<file path="src/core/cfg_lock_pkg.sv">
// Purpose : constants for the configuration valid flag and port lock registers
// Assumes : 8-bit index-addressed configuration space
// Notes   : offsets are configuration indices
package cfg_lock_pkg;
  localparam logic [7:0] VALID_CYCLE_FLAG_IDX     = 8'h00;
  localparam logic [7:0] PORT_POWER_MODE_LOCK_IDX = 8'h01;
  localparam logic [7:0] LAST_CONFIG_INDEX        = 8'h39;
  localparam logic [7:0] VALID_CYCLE_FLAG_RST     = 8'h20;
  localparam logic [7:0] PORT_POWER_MODE_LOCK_RST = 8'h9C;
  localparam logic [7:0] VALID_FIXED_BITS         = 8'h20;
  localparam logic [7:0] LOCK_FIXED_BITS          = 8'h10;
  localparam int         VALID_BIT_POS            = 7;
  localparam int         POWER_BIT_POS            = 2;
  localparam int         PRINTER_BIT_POS          = 3;
  localparam int         LOCK_BIT_POS             = 7;
  localparam logic [9:0] BASE_DECODE_LIMIT        = 10'h100;
  localparam int         SYNC_STAGES              = 3;
endpackage

</file>
<file path="src/core/pin_sync.sv">
// Purpose : three-stage synchroniser with agreement filter for a pin input
// Assumes : single clock, active-low async reset
// Notes   : output changes once stages two and three agree
`timescale 1ns/100ps
module pin_sync
  import cfg_lock_pkg::*;
#(
  parameter logic RESET_VALUE = 1'b1
)
(
  input  wire logic i_clk,
  input  wire logic i_rst_n,
  input  wire logic i_pin,
  output logic      o_level
);
  logic [SYNC_STAGES-1:0] stage_q;
  logic [SYNC_STAGES-1:0] stage_d;
  logic                   level_q;
  logic                   level_d;

  always_comb
  begin
    stage_d = {stage_q[SYNC_STAGES-2:0], i_pin};
    level_d = level_q;
    if (stage_q[1] == stage_q[2])
    begin
      level_d = stage_q[2];
    end
  end

  always_ff @(posedge i_clk or negedge i_rst_n)
  begin
    if (!i_rst_n)
    begin
      stage_q <= {SYNC_STAGES{RESET_VALUE}};
      level_q <= RESET_VALUE;
    end
    else
    begin
      stage_q <= stage_d;
      level_q <= level_d;
    end
  end

  assign o_level = level_q;
endmodule

</file>
<file path="src/core/config_valid_and_port_lock_regs.sv">
// Purpose : valid-cycle flag and parallel port power/mode/lock registers
// Assumes : register port strobes are single-cycle, read data one cycle later
// Notes   : i_arst_n is the supply power-on reset; host bus reset is a pin
`timescale 1ns/100ps

// Overview of operation
// index 0x00 reachable only in config state
// index 0x01 reachable only in config state
// flag register bits 0-6 read 0x20
// bit 7 is software flag, no effect
// bit 2 powers parallel port, default on
// bit 3 selects printer mode, default set
// lock register bits 0,1,5,6 zero, 4 one
// lock bit gates access to indices 0-0x39
// lock cleared stays until hard reset
// power-on loads 0x20 and 0x9C
// power bit off keeps address decoding
// decode stops only when base below 0x100
// powered-down device still range-checked
// host bus reset pin acts as hard reset
// writes to read-only bits are ignored
module config_valid_and_port_lock_regs
  import cfg_lock_pkg::*;
(
  input  wire logic       i_clk,
  input  wire logic       i_arst_n,
  input  wire logic       i_host_bus_reset_n,
  input  wire logic       i_config_state,
  input  wire logic [7:0] i_addr,
  input  wire logic [7:0] i_wdata,
  input  wire logic       i_wr,
  input  wire logic       i_rd,
  input  wire logic [9:0] i_pp_base_addr,
  input  wire logic [1:0] i_port_misc_mode,
  output logic [7:0]      o_rdata,
  output logic            o_cfg_access_ok,
  output logic            o_pp_powered,
  output logic            o_pp_printer_mode,
  output logic [1:0]      o_pp_ext_mode,
  output logic            o_pp_decode_en,
  output logic            o_pp_range_check
);
  typedef enum logic [1:0]
  {
    ACC_OPEN   = 2'b01,
    ACC_LOCKED = 2'b10
  } acc_state_t;

  logic       rst_meta_q;
  logic       rst_n_q;
  logic       hbr_n;
  logic       hard_reset;
  logic       valid_q;
  logic       valid_d;
  logic       power_q;
  logic       power_d;
  logic       printer_q;
  logic       printer_d;
  acc_state_t acc_q;
  acc_state_t acc_d;
  logic [7:0] rdata_d;
  logic [7:0] rdata_q;
  logic       ok_d;
  logic       ok_q;
  logic       decode_d;
  logic       decode_q;
  logic       rng_d;
  logic       rng_q;
  logic       powered_q;
  logic       printer_o_q;
  logic [1:0] ext_q;
  logic [1:0] ext_d;

  function automatic logic hit(input logic [7:0] a, input logic [7:0] idx,
                               input logic cfg, input logic open);
    hit = cfg && open && (a == idx);
  endfunction

  always_ff @(posedge i_clk or negedge i_arst_n)
  begin
    if (!i_arst_n)
    begin
      rst_meta_q <= 1'b0;
      rst_n_q    <= 1'b0;
    end
    else
    begin
      rst_meta_q <= 1'b1;
      rst_n_q    <= rst_meta_q;
    end
  end

  pin_sync #(
    .RESET_VALUE (1'b1)
  ) u_hbr_sync (
    .i_clk   (i_clk),
    .i_rst_n (rst_n_q),
    .i_pin   (i_host_bus_reset_n),
    .o_level (hbr_n)
  );

  assign hard_reset = !hbr_n;

  logic open_now;
  logic wr_flag;
  logic wr_lock;
  logic rd_ok;
  assign open_now = (acc_q == ACC_OPEN);
  assign wr_flag  = i_wr && hit(i_addr, VALID_CYCLE_FLAG_IDX, i_config_state,
                                open_now);
  assign wr_lock  = i_wr && hit(i_addr, PORT_POWER_MODE_LOCK_IDX, i_config_state,
                                open_now);
  assign rd_ok    = i_config_state && open_now && (i_addr <= LAST_CONFIG_INDEX);

  always_comb
  begin
    valid_d   = valid_q;
    power_d   = power_q;
    printer_d = printer_q;
    acc_d     = acc_q;
    if (wr_flag)
    begin
      valid_d = i_wdata[VALID_BIT_POS];
    end
    if (wr_lock)
    begin
      power_d   = i_wdata[POWER_BIT_POS];
      printer_d = i_wdata[PRINTER_BIT_POS];
    end
    case (acc_q)
      ACC_OPEN:
      begin
        if (wr_lock && !i_wdata[LOCK_BIT_POS])
        begin
          acc_d = ACC_LOCKED;
        end
      end
      ACC_LOCKED:
      begin
        acc_d = ACC_LOCKED;
      end
      default:
      begin
        acc_d = ACC_OPEN;
      end
    endcase
    if (hard_reset)
    begin
      acc_d = ACC_OPEN;
    end
  end

  // state leaves reset on the synchronised copy, never on the raw pin
  always_ff @(posedge i_clk or negedge rst_n_q)
  begin
    if (!rst_n_q)
    begin
      valid_q   <= VALID_CYCLE_FLAG_RST[VALID_BIT_POS];
      power_q   <= PORT_POWER_MODE_LOCK_RST[POWER_BIT_POS];
      printer_q <= PORT_POWER_MODE_LOCK_RST[PRINTER_BIT_POS];
      acc_q     <= ACC_OPEN;
    end
    else
    begin
      valid_q   <= valid_d;
      power_q   <= power_d;
      printer_q <= printer_d;
      acc_q     <= acc_d;
    end
  end

  always_comb
  begin
    rdata_d = 8'h00;
    if (i_rd && rd_ok)
    begin
      if (i_addr == VALID_CYCLE_FLAG_IDX)
      begin
        rdata_d = VALID_FIXED_BITS | {valid_q, 7'h00};
      end
      else if (i_addr == PORT_POWER_MODE_LOCK_IDX)
      begin
        rdata_d = LOCK_FIXED_BITS | {open_now, 3'h0, printer_q, power_q, 2'h0};
      end
    end
    ok_d     = open_now;
    decode_d = (i_pp_base_addr >= BASE_DECODE_LIMIT);
    rng_d    = decode_d;
    ext_d    = printer_q ? 2'b00 : i_port_misc_mode;
  end

  // outputs share the synchronised reset so they leave it with the state
  always_ff @(posedge i_clk or negedge rst_n_q)
  begin
    if (!rst_n_q)
    begin
      rdata_q     <= 8'h00;
      ok_q        <= 1'b1;
      decode_q    <= 1'b0;
      rng_q       <= 1'b0;
      powered_q   <= 1'b1;
      printer_o_q <= 1'b1;
      ext_q       <= 2'b00;
    end
    else
    begin
      rdata_q     <= rdata_d;
      ok_q        <= ok_d;
      decode_q    <= decode_d;
      rng_q       <= rng_d;
      powered_q   <= power_q;
      printer_o_q <= printer_q;
      ext_q       <= ext_d;
    end
  end

  assign o_rdata           = rdata_q;
  assign o_cfg_access_ok   = ok_q;
  assign o_pp_powered      = powered_q;
  assign o_pp_printer_mode = printer_o_q;
  assign o_pp_ext_mode     = ext_q;
  assign o_pp_decode_en    = decode_q;
  assign o_pp_range_check  = rng_q;

  // read answers stand one cycle after the strobe and read zero otherwise
  stays_locked_a: assert property (@(posedge i_clk) disable iff (!rst_n_q)
    (acc_q == ACC_LOCKED) && !hard_reset |=> acc_q == ACC_LOCKED)
    else $error("lock reopened without hard reset");
  hard_unlock_a: assert property (@(posedge i_clk) disable iff (!rst_n_q)
    hard_reset |=> acc_q == ACC_OPEN)
    else $error("hard reset did not reopen access");
  hard_keep_a: assert property (@(posedge i_clk) disable iff (!rst_n_q)
    hard_reset && !wr_lock |=> $stable(power_q) && $stable(printer_q))
    else $error("hard reset disturbed power or mode");
  lock_take_a: assert property (@(posedge i_clk) disable iff (!rst_n_q)
    wr_lock && !i_wdata[LOCK_BIT_POS] && !hard_reset |=> acc_q == ACC_LOCKED)
    else $error("clearing the lock bit did not lock");
  state_onehot_a: assert property (@(posedge i_clk) disable iff (!rst_n_q)
    $onehot(acc_q))
    else $error("access state not one-hot");
  locked_read_a: assert property (@(posedge i_clk) disable iff (!rst_n_q)
    i_rd && (acc_q == ACC_LOCKED) |=> o_rdata == 8'h00)
    else $error("read returned data while locked");
  locked_write_a: assert property (@(posedge i_clk) disable iff (!rst_n_q)
    i_wr && (acc_q == ACC_LOCKED)
    |=> $stable(valid_q) && $stable(power_q) && $stable(printer_q))
    else $error("write took effect while locked");
  access_out_a: assert property (@(posedge i_clk) disable iff (!rst_n_q)
    rst_n_q |=> o_cfg_access_ok == $past(open_now))
    else $error("access output does not follow lock");
  idle_read_a: assert property (@(posedge i_clk) disable iff (!rst_n_q)
    !i_rd |=> o_rdata == 8'h00)
    else $error("read data shown without a read");
  nocfg_read_a: assert property (@(posedge i_clk) disable iff (!rst_n_q)
    i_rd && !i_config_state |=> o_rdata == 8'h00)
    else $error("read outside config state returned data");
  reserved_read_a: assert property (@(posedge i_clk) disable iff (!rst_n_q)
    i_rd && (i_addr > PORT_POWER_MODE_LOCK_IDX) |=> o_rdata == 8'h00)
    else $error("unused index returned data");
  flag_read_a: assert property (@(posedge i_clk) disable iff (!rst_n_q)
    i_rd && rd_ok && i_addr == VALID_CYCLE_FLAG_IDX |=> o_rdata[6:0] == 7'h20)
    else $error("fixed flag bits wrong");
  flag_bit_read_a: assert property (@(posedge i_clk) disable iff (!rst_n_q)
    i_rd && rd_ok && i_addr == VALID_CYCLE_FLAG_IDX |=> o_rdata[7] == $past(valid_q))
    else $error("flag bit read back wrong");
  flag_write_a: assert property (@(posedge i_clk) disable iff (!rst_n_q)
    wr_flag |=> valid_q == $past(i_wdata[VALID_BIT_POS]))
    else $error("flag bit not stored");
  lock_read_a: assert property (@(posedge i_clk) disable iff (!rst_n_q)
    i_rd && rd_ok && i_addr == PORT_POWER_MODE_LOCK_IDX
    |=> o_rdata[7] && o_rdata[4] && o_rdata[1:0] == 2'b00 && o_rdata[6:5] == 2'b00)
    else $error("fixed lock bits wrong");
  nocfg_write_a: assert property (@(posedge i_clk) disable iff (!rst_n_q)
    i_wr && !i_config_state && !hard_reset |=> $stable(valid_q) && $stable(power_q))
    else $error("write outside config state took effect");
  power_follow_a: assert property (@(posedge i_clk) disable iff (!rst_n_q)
    wr_lock |=> ##1 o_pp_powered == $past(i_wdata[POWER_BIT_POS], 2))
    else $error("power output did not follow write");
  printer_write_a: assert property (@(posedge i_clk) disable iff (!rst_n_q)
    wr_lock |=> printer_q == $past(i_wdata[PRINTER_BIT_POS]))
    else $error("printer mode bit not stored");
  printer_out_a: assert property (@(posedge i_clk) disable iff (!rst_n_q)
    rst_n_q |=> o_pp_printer_mode == $past(printer_q))
    else $error("printer mode output does not follow bit");
  ext_mode_a: assert property (@(posedge i_clk) disable iff (!rst_n_q)
    printer_q |=> o_pp_ext_mode == 2'b00)
    else $error("extended mode leaked in printer mode");
  ext_follow_a: assert property (@(posedge i_clk) disable iff (!rst_n_q)
    !printer_q |=> o_pp_ext_mode == $past(i_port_misc_mode))
    else $error("extended mode not taken from misc bits");
  decode_follow_a: assert property (@(posedge i_clk) disable iff (!rst_n_q)
    rst_n_q |=> o_pp_decode_en == ($past(i_pp_base_addr) >= BASE_DECODE_LIMIT))
    else $error("decode does not follow base address");
  decode_power_a: assert property (@(posedge i_clk) disable iff (!rst_n_q)
    $changed(power_q) && $stable(i_pp_base_addr) |=> $stable(o_pp_decode_en))
    else $error("power bit changed address decoding");
  range_follow_a: assert property (@(posedge i_clk) disable iff (!rst_n_q)
    rst_n_q |=> o_pp_range_check == ($past(i_pp_base_addr) >= BASE_DECODE_LIMIT))
    else $error("range check does not follow base address");
  lock_cov: cover property (@(posedge i_clk) wr_lock && !i_wdata[LOCK_BIT_POS]);
  unlock_cov: cover property (@(posedge i_clk) (acc_q == ACC_LOCKED) ##1 hard_reset);
  flag_cov: cover property (@(posedge i_clk) wr_flag ##1 i_rd && rd_ok);
  ext_cov: cover property (@(posedge i_clk) !printer_q && i_port_misc_mode != 2'b00);
  decode_cov: cover property (@(posedge i_clk) !power_q && o_pp_decode_en);
endmodule

</file>
<file path="config.mk">
export PLATFORM = sky130hd
export DESIGN_NAME = config_valid_and_port_lock_regs
export DESIGN_NICKNAME = d
export VERILOG_FILES = /design/src/core/cfg_lock_pkg.sv /design/src/core/pin_sync.sv /design/src/core/config_valid_and_port_lock_regs.sv
export SDC_FILE = /design/constraint.sdc
export NUM_CORES = 1
export LEC_CHECK = 0
export ABC_CLOCK_PERIOD_IN_PS = 800
export BUFFER_PORTS_ARGS = -buffer_cell sky130_fd_sc_hd__buf_2
export CORE_MARGIN = 10
export CORE_UTILIZATION = 35
export DETAILED_ROUTE_END_ITERATION = 10
export GPL_TIMING_DRIVEN = 0
export PLACE_DENSITY = 0.69
export SLEW_MARGIN = 20
export SYNTH_ARGS = -nofsm -noshare
export SYNTH_HDL_FRONTEND = slang
export SYNTH_SLANG_ARGS = --single-unit
export TNS_END_PERCENT = 30
</file>
<file path="constraint.sdc">
create_clock -name i_clk -period 0.8 [get_ports i_clk]
set_clock_uncertainty 0.05 [all_clocks]
set_input_delay 0.12 -clock i_clk [delete_from_list [all_inputs] [get_ports i_clk]]
set_output_delay 0.12 -clock i_clk [all_outputs]
set_load 0.005 [all_outputs]
</file>
==> impl_results.md <==
* Port Buffers at 32
* Sequential fraction of the synthesis area at 0.674
* DRC errors left at 0
* Hold/Removal Path Class: in2reg
* Routed len/inst at 14.2 um
* Leakage at between 0.5 and 0.6 nW
* Via count at 563
* Final #Nets at 140
* Crit. End Element: flop
* Final hold slack at -0.0434 ns
* Unrepaired setup endpoints after global routing: true
* Largest family of logic cells by synthesized area: simple AND/OR/NAND/NOR gates
* Num CTS Buffers at 3
* Xor/xnor share of the synthesized area at 0
* Antenna Nets Post-Route at 0
* Final worst slack at -0.848 ns
* Synth Area per Inst at 14.4 sq um
* Ant diodes at 0
* Vias in the first global route at just over 600
* Worst path required time at 0.99 ns
* Initial antenna violation count at 0
* Critical path's largest stage delay at approximately 0.57 ns
* CP Launch Type: flop
* Fmax at between 600 and 700 MHz
* DIE AREA at between 4000 and 5000 sq um
* Largest net degree at the start of global routing at 21
* Overflow after GRT at 0
* Distinct cells, synth at 23
* Final setup viols at 24
* Main synth FF type: dfrtp_1
* Tmin final at 1.65 ns
* First-pass GRT wire length at 2.78 mm
* Final-report hold violation count at 3
* Post-Route WL at 1.87 mm
* CTS tree: yes
* WS Path Type: reg2reg
* CORE AREA at 2230 sq um
* Die W at 68.9 um
* Dpl ws at -0.866 ns
* Slew Limit Fails at 0
* Leading area contributor after synthesis: dfrtp_1
* Tot Pwr at 2.42 mW
* FF+latch count, synth at 22
* Period utilization at 2.06
* Post-synth EDFFs at 0
* Top cells by count, synth: dfrtp_1, dfstp_2, buf_4
* Most frequent cell after synthesis: dfrtp_1
* Synth warn at 0
* Die height at 68.9 um
* Yosys top cell area share at 0.359
* Gate Count Post-Synth at 58
* Total track usage at 0.0801
* Site Rows at 17
* Initial DRC count at 15
* Max-Cap Viols at 0
* Clock sink count at 22
* Mapped Area at around 840 sq um
* Critical path, cell by cell: ha_4 > nand4_1 > buf_4 > o31ai_4 > mux2_2
* Root buf cell: clkbuf_4
* Placer Congestion at 0.739
* Ratio of cells with drive above 1 in the final layout at 0.631
* Worst-Skew Late Latency at about 0.3 ns
* Finished Cell Area at around 1200 sq um
* CP arrival at roughly 1.8 ns
* Post-Synth Simple-Gate Area at 0.159
* Pwr Density at approximately 2000 nW/um^2
* DRT Pass-1 Iters at 4
* Worst-path clk slew at 0.12 ns
* Crit path max-delay cell type: dfstp_2
* Area contributors post-synth: dfrtp_1, dfstp_2, mux2_2
* Post-Route Utilization at 0.534
* Post-synthesis compound-gate area fraction at 0.00898
* H-tree depth at 1
* Avg Vias per Cell at 4.30
* Failing checks: negative hold slack, negative setup slack
* Initial Util at 0.374
* Placed Area at 1050 sq um
* Synth async-reset ratio at 1.00
* Status: finished with violations
* Mux contribution to synthesized area at 0.0823
* P&R area growth vs syn at 42.7%
* Peak VDD IR at 931 uV
* Bufs on Longest Clock Path at 2
* CP Max Fanout at 2
* Ports at 49
* Adder-cell share of the synthesized area at 0.0269
==> metrics by stage <==
stage	instances	setup TNS [ns]
after floorplan	60	-5.21
after global placement	120	-6.71
after detailed placement	120	-8.26
after CTS	128	-9.82
after global routing	131	-11.13
final	131	-9.85
==> path summary, 6_finish.rpt <==
check                             startpoint          endpoint  slack (ns)  cells after the start
max                                 acc_q[0]          acc_q[0]       -0.85                      5
min                        i_pp_base_addr[9]  o_pp_range_check       -0.04                      2
max reg2reg                         acc_q[0]          acc_q[0]       -0.85                      5
min reg2reg                          rst_n_q        o_rdata[7]        0.16                      0
max in group asynchronous            rst_n_q   o_cfg_access_ok        0.21                      0
min in group asynchronous           i_arst_n           rst_n_q        0.09                      2
==> power by group <==
part           internal, mW  total, mW  switching, mW
Combinational         0.376      0.610          0.235
Sequential             1.26       1.33         0.0713
Clock                 0.175      0.481          0.306
==> cell usage in the layout, fill, tap and decap left out <==
cell / instances
buf_2: 29
dfrtp_1: 11
dfstp_2: 10
buf_4: 6
dlygate4sd3_1: 5
buf_6: 4
conb_1: 4
nor2b_1: 3
nor2_1: 3
mux2_2: 3
clkbuf_4: 3
and2_1: 2
mux2i_1: 2
nand4_1: 2
nand2_1: 2
nand2b_1: 2
inv_1: 1
and3_4: 1
nor4_4: 1
nand3_1: 1
and4_2: 1
or2_2: 1
o31ai_4: 1
maj3_2: 1
or3b_4: 1
mux2_4: 1
ha_4: 1
dfrtp_2: 1
==> sequential cells by signal (all words and copies together) (netlist names) <==
signal / cells
o_cfg_access_ok: 1
rst_n_q: 1
o_pp_powered: 1
o_rdata: 5
u_hbr_sync.stage_q: 3
o_pp_ext_mode: 2
acc_q: 2
o_pp_printer_mode: 1
printer_q: 1
rst_meta_q: 1
valid_q: 1
o_pp_range_check: 1
u_hbr_sync.o_level: 1
power_q: 1
==> layout make-up <==
class                   instances  area, sq um
fillers                       216         1040
flip-flops and latches         22          564
multi-input cells              33          282
repair buffers                 40          251
well taps                      28         35.0
plain buffers                   4         33.8
clock buffers                   3         22.5
inverters                       1         3.75
==> worst max-delay path: cells and delay by family (launching register included) <==
kind | cells | cell delay (ns)
mux | 1 | 0.35
fa+ha+maj | 1 | 0.13
simple gates | 1 | 0.09
flops | 1 | 0.57
buf+inv | 1 | 0.16
compound gates | 1 | 0.23
==> logic make-up (layout without fill, tap and decap cells) <==
| kind of cell | count (synthesis) | after routing |
|---|---|---|
| other | 2 | 4 |
| muxes | 6 | 6 |
| buffers and inverters | 5 | 48 |
| adders and majority gates | 2 | 2 |
| AOI/OAI and AO/OA | 1 | 1 |
| and+or+nand+nor | 20 | 20 |
| DFF | 22 | 22 |
==> metal layers <==
layer | share of wire | global-route usage | wire length [um] | up-vias
met5 | 0 | 0 | 0 | -
met4 | 0.0070 | 0.0443 | 13 | 0
met3 | 0.069 | 0.0370 | 128 | 2
met2 | 0.57 | 0.134 | 1070 | 14
met1 | 0.35 | 0.0815 | 651 | 270
li1 | - | - | - | 277
==> what timing repair did <==
action | 4_1_cts | 5_1_grt
endpoints found under the setup margin | 44 | 24
resized for setup | 8 | 2
hold endpoints to repair | 8 | 4
pin swaps | 3 | 1
hold buffers | 4 | 1
gates cloned | 0 | 0
setup buffers | 1 | 2
(Power assumes the default switching activity.)
